**src/shared/vlpc_regs.svh**
```systemverilog
// Register offsets, field positions, reset values and timing counts of the link block
`ifndef VLPC_REGS_SVH
`define VLPC_REGS_SVH

// ----------------------------------------------------------------
// Register offsets
// ----------------------------------------------------------------
`define VLPC_RATE_WIDTH_CONFIG 4'h0
`define VLPC_SPREAD_CONFIG 4'h1
`define VLPC_START_TIMEOUT_CONFIG 4'h2
`define VLPC_END_TIMEOUT_CONFIG 4'h3
`define VLPC_EDGE_POWER_CONTROL 4'h4
`define VLPC_OWN_LINK_ADDRESS 4'h5
`define VLPC_END_FRAME_CODE 4'h6
`define VLPC_PARTNER_LINK_ADDRESS 4'h7
`define VLPC_PERIPHERAL_IF_CONFIG 4'h8
`define VLPC_TEST_LEN_UPPER_PINS 4'h9
`define VLPC_PIN_DIRECTION_LOW 4'hA
`define VLPC_PIN_VALUE_LOW 4'hB
`define VLPC_LINE_EMPHASIS 4'hC
`define VLPC_GLITCH_FILTER_CONFIG 4'hD
`define VLPC_LINK_LOCK_STATUS 4'hE
`define VLPC_NUM_REGS 15

// ----------------------------------------------------------------
// Reset values
// ----------------------------------------------------------------
`define VLPC_RST_RATE_WIDTH 8'hB5
`define VLPC_RST_SPREAD 8'h1F
`define VLPC_RST_START_TIMEOUT 8'hA0
`define VLPC_RST_END_TIMEOUT 8'hA0
`define VLPC_RST_EDGE_POWER_REM_LOW 8'h28
`define VLPC_RST_EDGE_POWER_REM_HIGH 8'h30
`define VLPC_RST_OWN_ADDRESS 8'hFA
`define VLPC_RST_END_FRAME 8'hFF
`define VLPC_RST_PARTNER_ADDRESS 8'hF8
`define VLPC_RST_PERIPHERAL_IF 8'h00
`define VLPC_RST_TEST_LEN_PINS 8'h00
`define VLPC_RST_PIN_DIR_LOW 8'h00
`define VLPC_RST_PIN_VAL_LOW 8'h00
`define VLPC_RST_LINE_EMPHASIS 8'hE0
`define VLPC_RST_GLITCH_FILTER 8'h00
`define VLPC_RST_LOCK_STATUS 8'h00

// ----------------------------------------------------------------
// Field positions
// ----------------------------------------------------------------
`define VLPC_PARITY_ON_BIT 3
`define VLPC_WORD_WIDTH_LSB 0
`define VLPC_TIMEOUT_DIVIDER_LSB 4
`define VLPC_TIMEOUT_COUNT_LSB 0
`define VLPC_VSYNC_EDGE_BIT 7
`define VLPC_PCLK_EDGE_BIT 5
`define VLPC_POWER_DOWN_BIT 4
`define VLPC_SERIALIZER_ON_BIT 3
`define VLPC_JITTER_BYPASS_BIT 2
`define VLPC_PRBS_ON_BIT 0
`define VLPC_BUS_SELECT_BIT 7
`define VLPC_BUS_ON_BIT 6
`define VLPC_PRBS_LEN_LSB 4
`define VLPC_EMPHASIS_LSB 5
`define VLPC_FILTER_SELECT_LSB 0
`define VLPC_LOCKED_BIT 0

// ----------------------------------------------------------------
// Coding, handshake and timing
// ----------------------------------------------------------------
`define VLPC_CODING_BIT_ZERO 1'b1
`define VLPC_CODING_BIT_ONE 1'b0
`define VLPC_HSK_SHORT_WORDS 11'd546
`define VLPC_HSK_LONG_WORDS 11'd1090
`define VLPC_HSK_PATTERN 22'h2AAAAA
`define VLPC_CLK_MHZ 40
`define VLPC_FILT_SLOW_NS 100
`define VLPC_FILT_MID_NS 50
`define VLPC_FILT_FAST_NS 10
`define VLPC_NS_TO_CYC(ns) (((ns) * `VLPC_CLK_MHZ / 1000) < 1 ? 1 : ((ns) * `VLPC_CLK_MHZ / 1000))

`endif

```
**src/shared/vlpc_pkg.sv**
```systemverilog
// Types shared by the link phase and configuration block
package vlpc_pkg;
	typedef enum logic [1:0] {
		VLPC_VIDEO = 2'b00,
		VLPC_CHANNEL = 2'b01,
		VLPC_HANDSHAKE = 2'b10
	} vlpc_phase_t;

	typedef logic [21:0] vlpc_word_t;
	typedef logic [4:0] vlpc_len_t;
endpackage

```
**src/shared/vlpc_word_if.sv**
```systemverilog
// Framed serial word carrier between the block's own modules
`timescale 1ns/100ps
interface vlpc_word_if;
	logic [21:0] word;
	logic [4:0] len;
	logic valid;
	logic ready;
	modport src (output word, output len, output valid, input ready);
	modport snk (input word, input len, input valid, output ready);
endinterface

```
**src/design/vlpc_fifo.sv**
```systemverilog
// Word FIFO between framing logic and the bit shifter
`timescale 1ns/100ps
module vlpc_fifo import vlpc_pkg::*; #(
	parameter int WIDTH = 27,
	parameter int DEPTH = 8
) (
	input wire logic i_core_clk,
	input wire logic i_rstn,
	vlpc_word_if.snk in_port,
	vlpc_word_if.src out_port
);
	localparam int AW = $clog2(DEPTH);

	typedef struct packed {
		logic [DEPTH-1:0][WIDTH-1:0] mem;
		logic [AW-1:0] wr_ptr;
		logic [AW-1:0] rd_ptr;
		logic [AW:0] count;
	} vlpc_fifo_state_t;

	vlpc_fifo_state_t st;
	vlpc_fifo_state_t next_st;
	logic push;
	logic pop;

	assign in_port.ready = (st.count != (AW+1)'(DEPTH));
	assign out_port.valid = (st.count != '0);
	assign {out_port.len, out_port.word} = st.mem[st.rd_ptr];
	assign push = in_port.valid & in_port.ready;
	assign pop = out_port.valid & out_port.ready;

	always_comb begin
		next_st = st;
		if (push) begin
			next_st.mem[st.wr_ptr] = {in_port.len, in_port.word};
			next_st.wr_ptr = (st.wr_ptr == AW'(DEPTH-1)) ? '0 : st.wr_ptr + 1'b1;
		end
		if (pop) begin
			next_st.rd_ptr = (st.rd_ptr == AW'(DEPTH-1)) ? '0 : st.rd_ptr + 1'b1;
		end
		next_st.count = st.count + (AW+1)'(push) - (AW+1)'(pop);
		if (!i_rstn) begin
			next_st.wr_ptr = '0;
			next_st.rd_ptr = '0;
			next_st.count = '0;
		end
	end

	always_ff @(posedge i_core_clk) begin
		st <= next_st;
	end
endmodule

```
**src/design/vlpc_shifter.sv**
```systemverilog
// Bit shifter: sends each framed word least significant bit first
`timescale 1ns/100ps
module vlpc_shifter import vlpc_pkg::*; (
	input wire logic i_core_clk,
	input wire logic i_rstn,
	vlpc_word_if.snk word_in,
	output logic o_ser_bit,
	output logic o_ser_valid
);
	typedef struct packed {
		vlpc_word_t shreg;
		vlpc_len_t left;
	} vlpc_shift_state_t;

	vlpc_shift_state_t st;
	vlpc_shift_state_t next_st;

	// Taking a word on the last bit keeps words back to back
	assign word_in.ready = (st.left <= 5'd1);
	assign o_ser_bit = st.shreg[0];
	assign o_ser_valid = (st.left != 5'd0);

	always_comb begin
		next_st = st;
		if (word_in.valid && word_in.ready) begin
			next_st.shreg = word_in.word;
			next_st.left = word_in.len;
		end else if (st.left != 5'd0) begin
			next_st.shreg = {1'b0, st.shreg[21:1]};
			next_st.left = st.left - 5'd1;
		end
		if (!i_rstn) begin
			next_st.shreg = '0;
			next_st.left = '0;
		end
	end

	always_ff @(posedge i_core_clk) begin
		st <= next_st;
	end
endmodule

```
**src/design/vlpc_top.sv**
```systemverilog
// Link phase sequencer, word framer and power-up register bank
//
// Summary of operation
// - Add two coding bits, two more with parity
// - No parity: coding bit zero goes first
// - Parity on: both parity bits go first
// - Active vsync edge opens the control channel
// - Channel-open flag high during control phase
// - Timers bound channel, control activity restarts them
// - Send 546 or 1090 handshake words after channel
// - Video resumes only after full handshake
// - Recovered data valid on programmed clock edge
// - Rate and width register resets to B5
// - Start timeout resets to divide 1024, count one
// - End timeout resets to divide 1024, count one
// - Edge/power resets 28 or 30 by remote pin
// - Falling vsync, rising clock, loop on, test off
// - Addresses FA and F8, end code FF
// - Peripheral UART, off, slow, never return, rate 00
// - Test length 0000, upper pins inputs, zero
// - Low pins all inputs, values zero
// - Emphasis 111, rest of register zero
// - Glitch filter 100, 50 or 10 ns; 10 ns rounds up to one 25 ns clock
`timescale 1ns/100ps
`include "vlpc_regs.svh"
module vlpc_top import vlpc_pkg::*; #(
	parameter int FIFO_DEPTH = 8,
	parameter int MAX_WIDTH = 18
) (
	input wire logic i_core_clk,
	input wire logic i_rstn,
	input wire logic [17:0] i_pix_data,
	input wire logic i_pix_valid,
	output logic o_pix_ready,
	input wire logic i_vsync,
	input wire logic i_control_unit_activity,
	input wire logic i_remote_select_pin,
	input wire logic i_link_locked,
	input wire logic i_hsk_long,
	input wire logic i_two_wire_data,
	output logic o_two_wire_data,
	input wire logic i_reg_wr,
	input wire logic i_reg_rd,
	input wire logic [3:0] i_reg_addr,
	input wire logic [7:0] i_reg_wdata,
	output logic [7:0] o_reg_rdata,
	output logic o_ser_bit,
	output logic o_ser_valid,
	output logic o_channel_open_flag,
	output logic o_sync_handshake,
	output logic o_pixel_clock_edge_select,
	output logic o_power_down,
	output logic o_jitter_loop_bypass,
	output logic o_pseudo_random_test_on,
	output logic [3:0] o_pseudo_random_length,
	output logic o_peripheral_bus_select,
	output logic o_peripheral_bus_on,
	output logic [2:0] o_line_emphasis_level,
	output logic [9:0] o_pin_dir,
	output logic [9:0] o_pin_val
);
	// ----------------------------------------------------------------
	// Constants and state
	// ----------------------------------------------------------------
	localparam logic [2:0] FILT_SLOW_CYC = 3'(`VLPC_NS_TO_CYC(`VLPC_FILT_SLOW_NS));
	localparam logic [2:0] FILT_MID_CYC = 3'(`VLPC_NS_TO_CYC(`VLPC_FILT_MID_NS));
	localparam logic [2:0] FILT_FAST_CYC = 3'(`VLPC_NS_TO_CYC(`VLPC_FILT_FAST_NS));

	typedef struct packed {
		vlpc_phase_t phase;
		logic [`VLPC_NUM_REGS-1:0][7:0] regs;
		logic [1:0] vs_sync;
		logic vs_prev;
		logic [1:0] act_sync;
		logic act_prev;
		logic [1:0] rem_sync;
		logic [1:0] strap_cnt;
		logic [1:0] lock_sync;
		logic [1:0] tw_sync;
		logic tw_filt;
		logic [2:0] tw_cnt;
		logic [15:0] presc;
		logic [3:0] timer;
		logic [10:0] hsk_cnt;
		logic [7:0] rdata;
	} vlpc_top_state_t;

	vlpc_top_state_t st;
	vlpc_top_state_t next_st;

	vlpc_word_if frame_if();
	vlpc_word_if shift_if();

	// ----------------------------------------------------------------
	// Helper functions
	// ----------------------------------------------------------------
	function automatic logic reg_hit(input logic [3:0] addr);
		reg_hit = (addr <= `VLPC_LINK_LOCK_STATUS);
	endfunction

	function automatic logic [4:0] width_of(input logic [2:0] code);
		case (code)
			3'b001: width_of = 5'd10;
			3'b010: width_of = 5'd12;
			3'b011: width_of = 5'd14;
			3'b100: width_of = 5'd16;
			default: width_of = 5'd18;
		endcase
	endfunction

	function automatic logic [4:0] frame_len(input logic [2:0] code, input logic par);
		frame_len = width_of(code) + 5'd2 + (par ? 5'd2 : 5'd0);
	endfunction

	function automatic vlpc_word_t frame_word(input logic [17:0] d, input logic [2:0] code,
		input logic par);
		logic [17:0] masked;
		logic [19:0] body;
		logic p0;
		logic p1;
		masked = '0;
		for (int i = 0; i < MAX_WIDTH; i++) begin
			masked[i] = (5'(i) < width_of(code)) ? d[i] : 1'b0;
		end
		body = {masked, `VLPC_CODING_BIT_ONE, `VLPC_CODING_BIT_ZERO};
		p0 = 1'b0;
		p1 = 1'b0;
		for (int i = 0; i < 20; i += 2) begin
			p0 = p0 ^ body[i];
			p1 = p1 ^ body[i+1];
		end
		frame_word = par ? {body, p1, p0} : {2'b00, body};
	endfunction

	// ----------------------------------------------------------------
	// Register fields
	// ----------------------------------------------------------------
	logic parity_on;
	logic [2:0] word_width_code;
	logic [3:0] start_timeout_divider;
	logic [3:0] start_timeout_count;
	logic [3:0] end_timeout_divider;
	logic [3:0] end_timeout_count;
	logic vsync_edge_select;
	logic serializer_on;
	logic [1:0] two_wire_filter_select;
	logic [7:0] edge_reg;

	assign parity_on = st.regs[`VLPC_RATE_WIDTH_CONFIG][`VLPC_PARITY_ON_BIT];
	assign word_width_code = st.regs[`VLPC_RATE_WIDTH_CONFIG][`VLPC_WORD_WIDTH_LSB +: 3];
	assign start_timeout_divider =
		st.regs[`VLPC_START_TIMEOUT_CONFIG][`VLPC_TIMEOUT_DIVIDER_LSB +: 4];
	assign start_timeout_count = st.regs[`VLPC_START_TIMEOUT_CONFIG][`VLPC_TIMEOUT_COUNT_LSB +: 4];
	assign end_timeout_divider = st.regs[`VLPC_END_TIMEOUT_CONFIG][`VLPC_TIMEOUT_DIVIDER_LSB +: 4];
	assign end_timeout_count = st.regs[`VLPC_END_TIMEOUT_CONFIG][`VLPC_TIMEOUT_COUNT_LSB +: 4];
	assign edge_reg = st.regs[`VLPC_EDGE_POWER_CONTROL];
	assign vsync_edge_select = edge_reg[`VLPC_VSYNC_EDGE_BIT];
	assign serializer_on = edge_reg[`VLPC_SERIALIZER_ON_BIT] & ~edge_reg[`VLPC_POWER_DOWN_BIT];
	assign two_wire_filter_select =
		st.regs[`VLPC_GLITCH_FILTER_CONFIG][`VLPC_FILTER_SELECT_LSB +: 2];

	assign o_pixel_clock_edge_select = edge_reg[`VLPC_PCLK_EDGE_BIT];
	assign o_power_down = edge_reg[`VLPC_POWER_DOWN_BIT];
	assign o_jitter_loop_bypass = edge_reg[`VLPC_JITTER_BYPASS_BIT];
	assign o_pseudo_random_test_on = edge_reg[`VLPC_PRBS_ON_BIT];
	assign o_pseudo_random_length = st.regs[`VLPC_TEST_LEN_UPPER_PINS][`VLPC_PRBS_LEN_LSB +: 4];
	assign o_peripheral_bus_select = st.regs[`VLPC_PERIPHERAL_IF_CONFIG][`VLPC_BUS_SELECT_BIT];
	assign o_peripheral_bus_on = st.regs[`VLPC_PERIPHERAL_IF_CONFIG][`VLPC_BUS_ON_BIT];
	assign o_line_emphasis_level = st.regs[`VLPC_LINE_EMPHASIS][`VLPC_EMPHASIS_LSB +: 3];
	assign o_pin_dir = {st.regs[`VLPC_TEST_LEN_UPPER_PINS][3:2],
		st.regs[`VLPC_PIN_DIRECTION_LOW]};
	assign o_pin_val = {st.regs[`VLPC_TEST_LEN_UPPER_PINS][1:0], st.regs[`VLPC_PIN_VALUE_LOW]};
	assign o_reg_rdata = st.rdata;
	assign o_two_wire_data = st.tw_filt;
	assign o_channel_open_flag = (st.phase == VLPC_CHANNEL);
	assign o_sync_handshake = (st.phase == VLPC_HANDSHAKE);

	// ----------------------------------------------------------------
	// Word source into the FIFO
	// ----------------------------------------------------------------
	logic pix_take;
	logic hsk_push;
	logic [4:0] cur_len;

	assign cur_len = frame_len(word_width_code, parity_on);
	assign o_pix_ready = (st.phase == VLPC_VIDEO) & serializer_on & frame_if.ready;
	assign pix_take = o_pix_ready & i_pix_valid;
	assign hsk_push = (st.phase == VLPC_HANDSHAKE) & frame_if.ready;
	assign frame_if.valid = pix_take | hsk_push;
	assign frame_if.len = cur_len;
	assign frame_if.word = hsk_push ? (`VLPC_HSK_PATTERN & ((22'h1 << cur_len) - 22'h1)) :
		frame_word(i_pix_data, word_width_code, parity_on);

	vlpc_fifo #(
		.WIDTH(27),
		.DEPTH(FIFO_DEPTH)
	) u_fifo (
		.i_core_clk(i_core_clk),
		.i_rstn(i_rstn),
		.in_port(frame_if),
		.out_port(shift_if)
	);

	vlpc_shifter u_shifter (
		.i_core_clk(i_core_clk),
		.i_rstn(i_rstn),
		.word_in(shift_if),
		.o_ser_bit(o_ser_bit),
		.o_ser_valid(o_ser_valid)
	);

	// ----------------------------------------------------------------
	// Next-state logic
	// ----------------------------------------------------------------
	logic vs_edge;
	logic act_edge;
	logic tick;
	logic [3:0] cur_div;
	logic [2:0] filt_cyc;
	logic [10:0] hsk_words;

	// Vsync is only assumed stable eight clocks after its edge, so only one edge is used
	assign vs_edge = vsync_edge_select ? (st.vs_sync[1] & ~st.vs_prev) :
		(~st.vs_sync[1] & st.vs_prev);
	assign act_edge = st.act_sync[1] ^ st.act_prev;
	assign cur_div = (st.hsk_cnt[0]) ? end_timeout_divider : start_timeout_divider;
	assign tick = (st.presc == 16'((17'h1 << cur_div) - 17'h1));
	assign hsk_words = i_hsk_long ? `VLPC_HSK_LONG_WORDS : `VLPC_HSK_SHORT_WORDS;

	always_comb begin
		case (two_wire_filter_select)
			2'b00: filt_cyc = FILT_SLOW_CYC;
			2'b01: filt_cyc = FILT_MID_CYC;
			default: filt_cyc = FILT_FAST_CYC;
		endcase
	end

	always_comb begin
		next_st = st;
		next_st.vs_sync = {st.vs_sync[0], i_vsync};
		next_st.vs_prev = st.vs_sync[1];
		next_st.act_sync = {st.act_sync[0], i_control_unit_activity};
		next_st.act_prev = st.act_sync[1];
		next_st.rem_sync = {st.rem_sync[0], i_remote_select_pin};
		next_st.lock_sync = {st.lock_sync[0], i_link_locked};
		next_st.tw_sync = {st.tw_sync[0], i_two_wire_data};

		// Pulses no longer than the selected width never reach the output
		if (st.tw_sync[1] == st.tw_filt) begin
			next_st.tw_cnt = '0;
		end else if (st.tw_cnt == filt_cyc) begin
			next_st.tw_filt = st.tw_sync[1];
			next_st.tw_cnt = '0;
		end else begin
			next_st.tw_cnt = st.tw_cnt + 3'd1;
		end

		// Strap is caught once the synchroniser has filled after release
		if (st.strap_cnt != 2'd0) begin
			next_st.strap_cnt = st.strap_cnt - 2'd1;
			if (st.strap_cnt == 2'd1) begin
				next_st.regs[`VLPC_EDGE_POWER_CONTROL] = st.rem_sync[1] ?
					`VLPC_RST_EDGE_POWER_REM_HIGH : `VLPC_RST_EDGE_POWER_REM_LOW;
			end
		end

		next_st.regs[`VLPC_LINK_LOCK_STATUS] = {7'h00, st.lock_sync[1]};

		if (i_reg_wr && reg_hit(i_reg_addr) && i_reg_addr != `VLPC_LINK_LOCK_STATUS) begin
			next_st.regs[i_reg_addr] = i_reg_wdata;
		end
		if (i_reg_rd) begin
			next_st.rdata = reg_hit(i_reg_addr) ? st.regs[i_reg_addr] : 8'h00;
		end

		// Phase sequencing; hsk_cnt[0] marks end timing inside the channel phase
		case (st.phase)
			VLPC_VIDEO: begin
				next_st.presc = '0;
				next_st.hsk_cnt = '0;
				next_st.timer = start_timeout_count;
				if (vs_edge) begin
					next_st.phase = VLPC_CHANNEL;
				end
			end
			VLPC_CHANNEL: begin
				next_st.presc = tick ? 16'h0000 : st.presc + 16'h0001;
				if (act_edge) begin
					next_st.presc = '0;
					next_st.timer = end_timeout_count;
					next_st.hsk_cnt = 11'd1;
				end else if (tick) begin
					if (st.timer == 4'd0) begin
						next_st.phase = VLPC_HANDSHAKE;
						next_st.hsk_cnt = '0;
					end else begin
						next_st.timer = st.timer - 4'd1;
					end
				end
			end
			VLPC_HANDSHAKE: begin
				if (hsk_push) begin
					next_st.hsk_cnt = st.hsk_cnt + 11'd1;
					if (st.hsk_cnt == hsk_words - 11'd1) begin
						next_st.phase = VLPC_VIDEO;
					end
				end
			end
			default: begin
				next_st.phase = VLPC_VIDEO;
			end
		endcase

		if (!i_rstn) begin
			next_st = '0;
			next_st.phase = VLPC_VIDEO;
			next_st.strap_cnt = 2'd3;
			next_st.timer = 4'd0;
			next_st.regs[`VLPC_RATE_WIDTH_CONFIG] = `VLPC_RST_RATE_WIDTH;
			next_st.regs[`VLPC_SPREAD_CONFIG] = `VLPC_RST_SPREAD;
			next_st.regs[`VLPC_START_TIMEOUT_CONFIG] = `VLPC_RST_START_TIMEOUT;
			next_st.regs[`VLPC_END_TIMEOUT_CONFIG] = `VLPC_RST_END_TIMEOUT;
			next_st.regs[`VLPC_EDGE_POWER_CONTROL] = `VLPC_RST_EDGE_POWER_REM_LOW;
			next_st.regs[`VLPC_OWN_LINK_ADDRESS] = `VLPC_RST_OWN_ADDRESS;
			next_st.regs[`VLPC_END_FRAME_CODE] = `VLPC_RST_END_FRAME;
			next_st.regs[`VLPC_PARTNER_LINK_ADDRESS] = `VLPC_RST_PARTNER_ADDRESS;
			next_st.regs[`VLPC_PERIPHERAL_IF_CONFIG] = `VLPC_RST_PERIPHERAL_IF;
			next_st.regs[`VLPC_TEST_LEN_UPPER_PINS] = `VLPC_RST_TEST_LEN_PINS;
			next_st.regs[`VLPC_PIN_DIRECTION_LOW] = `VLPC_RST_PIN_DIR_LOW;
			next_st.regs[`VLPC_PIN_VALUE_LOW] = `VLPC_RST_PIN_VAL_LOW;
			next_st.regs[`VLPC_LINE_EMPHASIS] = `VLPC_RST_LINE_EMPHASIS;
			next_st.regs[`VLPC_GLITCH_FILTER_CONFIG] = `VLPC_RST_GLITCH_FILTER;
			next_st.regs[`VLPC_LINK_LOCK_STATUS] = `VLPC_RST_LOCK_STATUS;
		end
	end

	// ----------------------------------------------------------------
	// State register
	// ----------------------------------------------------------------
	always_ff @(posedge i_core_clk) begin
		st <= next_st;
	end
endmodule

```
**config.mk**
```make
export PLATFORM = sky130hd
export DESIGN_NAME = vlpc_top
export DESIGN_NICKNAME = d
export VERILOG_FILES = /design/src/shared/vlpc_pkg.sv /design/src/shared/vlpc_word_if.sv /design/src/design/vlpc_fifo.sv /design/src/design/vlpc_shifter.sv /design/src/design/vlpc_top.sv
export VERILOG_INCLUDE_DIRS = /design/src /design/src/shared
export SDC_FILE = /design/constraint.sdc
export NUM_CORES = 1
export LEC_CHECK = 0
export ABC_AREA = 1
export BUFFER_PORTS_ARGS = -buffer_cell sky130_fd_sc_hd__buf_4
export CAP_MARGIN = 20
export CORE_AREA = 8 8 228 230
export DETAILED_ROUTE_END_ITERATION = 8
export DIE_AREA = 0 0 236 238
export PLACE_DENSITY = 0.62
export REMOVE_ABC_BUFFERS = 1
export SETUP_SLACK_MARGIN = 0.2
export SKIP_CTS_REPAIR_TIMING = 1
export SYNTH_ARGS = -nofsm -noshare
export SYNTH_HDL_FRONTEND = slang
export SYNTH_SLANG_ARGS = --single-unit
```
**constraint.sdc**
```tcl
create_clock -name i_core_clk -period 3.44 [get_ports i_core_clk]
set_input_delay 0.172 -clock i_core_clk [delete_from_list [all_inputs] [get_ports i_core_clk]]
set_output_delay 0.172 -clock i_core_clk [all_outputs]
set_load 0.05 [all_outputs]
```
* Yosys cells after proc, flatten, opt, wreduce, memory -nomap -nowiden *
Index checks and enable logic that the tools add are counted.

operators by class
  reduce and logical (&&, ||, !) cells = 20
  equal/unequal tests = 25
  shift operators = 2
  bitwise gates (word level) = 33
  magnitude comparators = 25
  multiply operators = 0
  multiplexer cells = 61
  divide/modulo/power cells = 0
  add/sub/neg operators = 15

operators with widths
  cell                     count
  $bwmux W216              1
  $bwmux W120              1
  $mux W113                1
  $mux W27                 4
  $bmux W27 S3             1
  $demux W27 S3            1
  $mux W22                 2
  $lt A4 B5 Y1 const A     8
  $mux W8                  5
  $pmux W20 S2             1
  $mux W11                 3
  $pmux W11 S3             1
  $bmux W8 S4              1
  $demux W8 S4             1
  $mux W16                 2
  $mux W15                 2
  $shl A1 B5 Y22 const A   1
  $sub A22 B1 Y22 const B  1
  $lt A3 B5 Y1 const A     4
  $pmux W5 S4              1
  $mux W1                  19
  $xor A1 B1 Y1            17
  $add A16 B1 Y16 const B  1
  $eq A16 B16 Y1           1
  55 further kinds         101

storage, ports and cells
  memory bits (writable) = 0
  register bits = 432
  memories = 0
  memory bits (read-only) = 0
  output and inout port bits = 47
  latch bits = 0

* Logic depth before layout (Yosys ltp) *
  depth in word-level cells = 16
  gate-level depth with buffers = 21

* Cells and area by module *
Synthesis repeated with hierarchy kept, for this count alone.

second synthesis, totals
  cell total of the unflattened synthesis = 2,590
  area total of the unflattened synthesis = 20,982.6 um^2

by module, submodules not included
  module        sequential area each (um^2)  times used  cells an instance  area an instance (um^2)
  vlpc_fifo     6,686.4                      1           1,026              10,008.3
  vlpc_top      3,583.4                      1           1,317              9,339.0
  vlpc_shifter  540.5                        1           247                1,635.3

* Worst setup path after synthesis *
Ideal clock, no wire load.

  path kind = reg2reg
  from = reg st[177] in the netlist's numbering
  to = reg u_fifo.st[100] in the netlist's numbering, enable pin
  path buffers = 0
  period minus slack after synthesis = 4.432 ns
  setup time = 0.409 ns
  stages on the path, launching flop included = 9
  path slack = -0.992 ns
  arrival = 4.023 ns
  data required time = 3.031 ns
  cell sequence = dfxtp_1 inv_1 ha_1 inv_1 nor4_1 a21oi_1 nor2_1 inv_1 nor2_1

on the way
  word-level cells in the longest chain between the ends = 6

ends and longest elaborated chain
  element                     line             text
  start, declared             vlpc_top.sv:88   vlpc_top_state_t st;
  start signal, assigned      vlpc_top.sv:341  st <= next_st;
  $logic_not A2 Y1            vlpc_top.sv:186  assign o_pix_ready = (st.phase == VLPC_VIDEO) & serializer_on & frame_if.ready;
  $and A1 B1 Y1 (2 in a row)  vlpc_top.sv:186
  named net o_pix_ready       vlpc_top.sv:34   output logic o_pix_ready,
  $and A1 B1 Y1               vlpc_top.sv:187  assign pix_take = o_pix_ready & i_pix_valid;
  $or A1 B1 Y1                vlpc_top.sv:189  assign frame_if.valid = pix_take | hsk_push;
  $and A1 B1 Y1               vlpc_fifo.sv:29  assign push = in_port.valid & in_port.ready;
  end signal, assigned        vlpc_fifo.sv:50  st <= next_st;
  end, declared               vlpc_fifo.sv:21  vlpc_fifo_state_t st;

The timed path passes the listed nets, and every way through them passes these cells.
A chain may end at the register's enable or synchronous reset.

* Worst setup path after layout *
  from = reg st[58] in the netlist's numbering
  to = reg u_fifo.st[210] in the netlist's numbering (data pin)

on the way
  word-level cells in the longest chain between the ends = 8

ends and longest elaborated chain
  element                               line               text
  $eq A3 B3 Y1 (tied with other cells)  vlpc_top.sv:102    case (code)
  $pmux W5 S4 *                         vlpc_top.sv:102
  $add A5 B2 Y5 * (2 in a row)          vlpc_top.sv:112    frame_len = width_of(code) + 5'd2 + (par ? 5'd2 : 5'd0);
  named net cur_len[2]                  vlpc_top.sv:183    logic [4:0] cur_len;
  $shl A1 B5 Y22 *                      vlpc_top.sv:191    assign frame_if.word = hsk_push ? (`VLPC_HSK_PATTERN & ((22'h1 << cur_len) - 22'h1)) :
  $sub A22 B1 Y22 *                     vlpc_top.sv:191
  $mux W22 *                            vlpc_top.sv:191
  named net frame_if.word[11]           vlpc_word_if.sv:4  logic [21:0] word;
  $bwmux W216 *                         vlpc_fifo.sv:35    next_st.mem[st.wr_ptr] = {in_port.len, in_port.word};

The timed path passes the listed nets; every way through them passes the cells marked *.

==> results.toml <==
[setup_path]
reg2reg_from = "st[58]"
endpoint_kind = "flop"
criticalPathCategory = "flop to flop"
worstSetupStartpoint = "st[58]"
path_max_fanout = 11
critPathLaunchType = "flop"
worstPathRequired_ns = 3.72
crit_arrival_ns = 3.24

[route]
routedLengthMet1_um = 22540
wirelength_um = 51900
wl_per_cell_um = 17.95
antenna_left = 0
viasPerCell = 5.333
drt_pre_antenna_iters = 6
drt_iter0_markers = 1387
drc = 0
met2WireLength_um = 24470
topRoutingLayerUsed = "met4"
wl_met3_um = 3597
vias = 15420

[sta]
slew_viol_final = 0
max_slew.worst_pin.slew_ns = 1.090
finalWorstSetupSlack_ns = 0.4812
timing.fmax_mhz = 338.0
fin_crit_ns = 2.959
hold_viol = 0
finalSetupViolations = 0
rsz0062_at_grt = "yes"
min_period_over_period_pct = 86.01
fin_skew_ns = 0.01994
relSlewSlack_pct = 27.21

[logic_synthesis]
netlist.area_leader.share_pct = 32.71
synth.ff_latch_count = 424
avgSynthCellArea_um2 = 8.764
ys_seq_area_share_pct = 55.35
synth_cells = 2179
yosys_warnings = 0
yosys.area.top_type = "edfxtp_1"
synthTopCellsByArea = "edfxtp_1, dfxtp_1, nand2_1"
synth_edf_count = 208
ys.flop_type = "dfxtp_1"
synth_area_um2 = 19100
ys_types = 53
ys_top_cells_by_count = "nand2_1, dfxtp_1, edfxtp_1"
synth.most_common_cell = "nand2_1"
synthArstFlopShare_pct = 0

[cts]
worstSkewPairLatency_ns = 0.58
cts_buffer_depth = 3
htreeDepth = 2
clk_pin_slew_ns = 0.06
cts_buffers = 46
clkSinkCount = 424
root_buffer = "clkbuf_16"
cts_tree = "done"

[hold_path]
min_from = "i_reg_wdata[1]"
hold_class = "primary input to flop"

[global_route]
grt_pass1_wl_um = 81920
grt_start_max_net_pins = 71
gr-usage-all-layers_pct = 18.11
antenna_found_initial = 0
grt_pass1_vias = 14750
gr-total-overflow = 0

[placed_design]
pre_cts_slack_ns = 0.3895
place_area_um2 = 20290
place.detailed.hpwl_um = 33190
port_buffers = 87
place_congestion = 0.9152

[finish]
regMostFlops = "u_fifo.st"
antennaDiodeCount = 0
largest_register_ff_count = 218
largestRegisters = "u_fifo.st x218, st x124, u_shifter.st x26"
post-route-util_pct = 45.58
final_cell_area_um2 = 22030
drive_above_1_share_pct = 10.89
areaGrowthSynthToFinish_pct = 15.38
nNetsFinal = 2301
nFillCells = 4634

[floorplanning]
coreArea_um2 = 48340
rows = 81
io_pins = 88
initial_core_util_pct = 39.50
die_w_um = 236
die_area_um2 = 56170
die_h_um = 238

[flow_run]
cap_violations = 0

[power_and_ir_drop]
p_leak_uw = 0.008722
p_per_area_nw_per_um2 = 718.3
power_uw = 15830
peakVddDrop_uv = 366.7

[outcome]
status = "complete, no violations"
-- report_power, final --
| group | switching (uW) | leakage (uW) | internal (uW) |
|---|---|---|---|
| Clock | 2020 | 0.000805 | 3250 |
| Sequential | 307 | 0.00364 | 6100 |
| Combinational | 2930 | 0.00428 | 1230 |
-- worst paths after layout --
| check | slack (ns) | end | depth (start not counted) |
|---|---|---|---|
| max | 0.48 | u_fifo.st[210] | 13 |
| min | 0.006 | st[98] | 3 |
| max reg2reg | 0.48 | u_fifo.st[210] | 13 |
| min reg2reg | 0.41 | st[56] | 2 |
-- cell families after synthesis --
kind of cell	count (synthesis)	synth area share, %
buf+inv	333	7.417
mux	1	0.05242
simple gates	914	19.98
compound gates	439	13.52
other cells	1	0.01964
xor+xnor	39	1.789
flops	424	55.35
fa+ha+maj	28	1.874
-- layout make-up --
class	instances	area (um^2)	share of cell area, %
clock buffer	65	1344	6.099
clock inverter	20	287.8	1.306
inverter	196	735.7	3.339
multi-input combinational	1428	7163	32.51
sequential	424	10580	48.00
tap	622	778.2	3.532
timing repair buffer	136	1149	5.213
-- critical path: stages (launching register included) --
cell and delay (ns):
dfxtp_1 0.35, inv_1 0.11, a21oi_1 0.16, buf_4 0.15, nor2_1 0.07, a21oi_1 0.14, ha_1 0.17, inv_1 0.04
ha_1 0.40, nor2_1 0.26, nand2_1 0.12, o21ai_1 0.31, a311o_1 0.23, nand2_1 0.16
-- per-stage QoR --
stage	instances	TNS [ns]	hold WS [ns]
after floorplan	2048	-219.49	0.2561
after detailed placement	2795	0	0.3580
final	2891	0	0.005710
after global placement	2795	0	0.3512
after global routing	2891	0	0.003032
after CTS	2880	0	-0.2637
-- cell usage in the layout (no fill, tap or decap), types with 66 or more instances in the layout --
cell	instances
nor2_1	168
o21ai_0	144
a21oi_1	115
inv_1	181
nand2_1	516
edfxtp_1	208
buf_4	117
dfxtp_1	213
a31oi_1	66
nand3_1	142
-- routing by layer --
metal	up-vias	global-route usage, %
met5	-	0
met4	0	6.161
met3	82	3.369
met2	529	30.35
met1	7317	23.41
li1	7491	-
(Power assumes the default switching activity.)
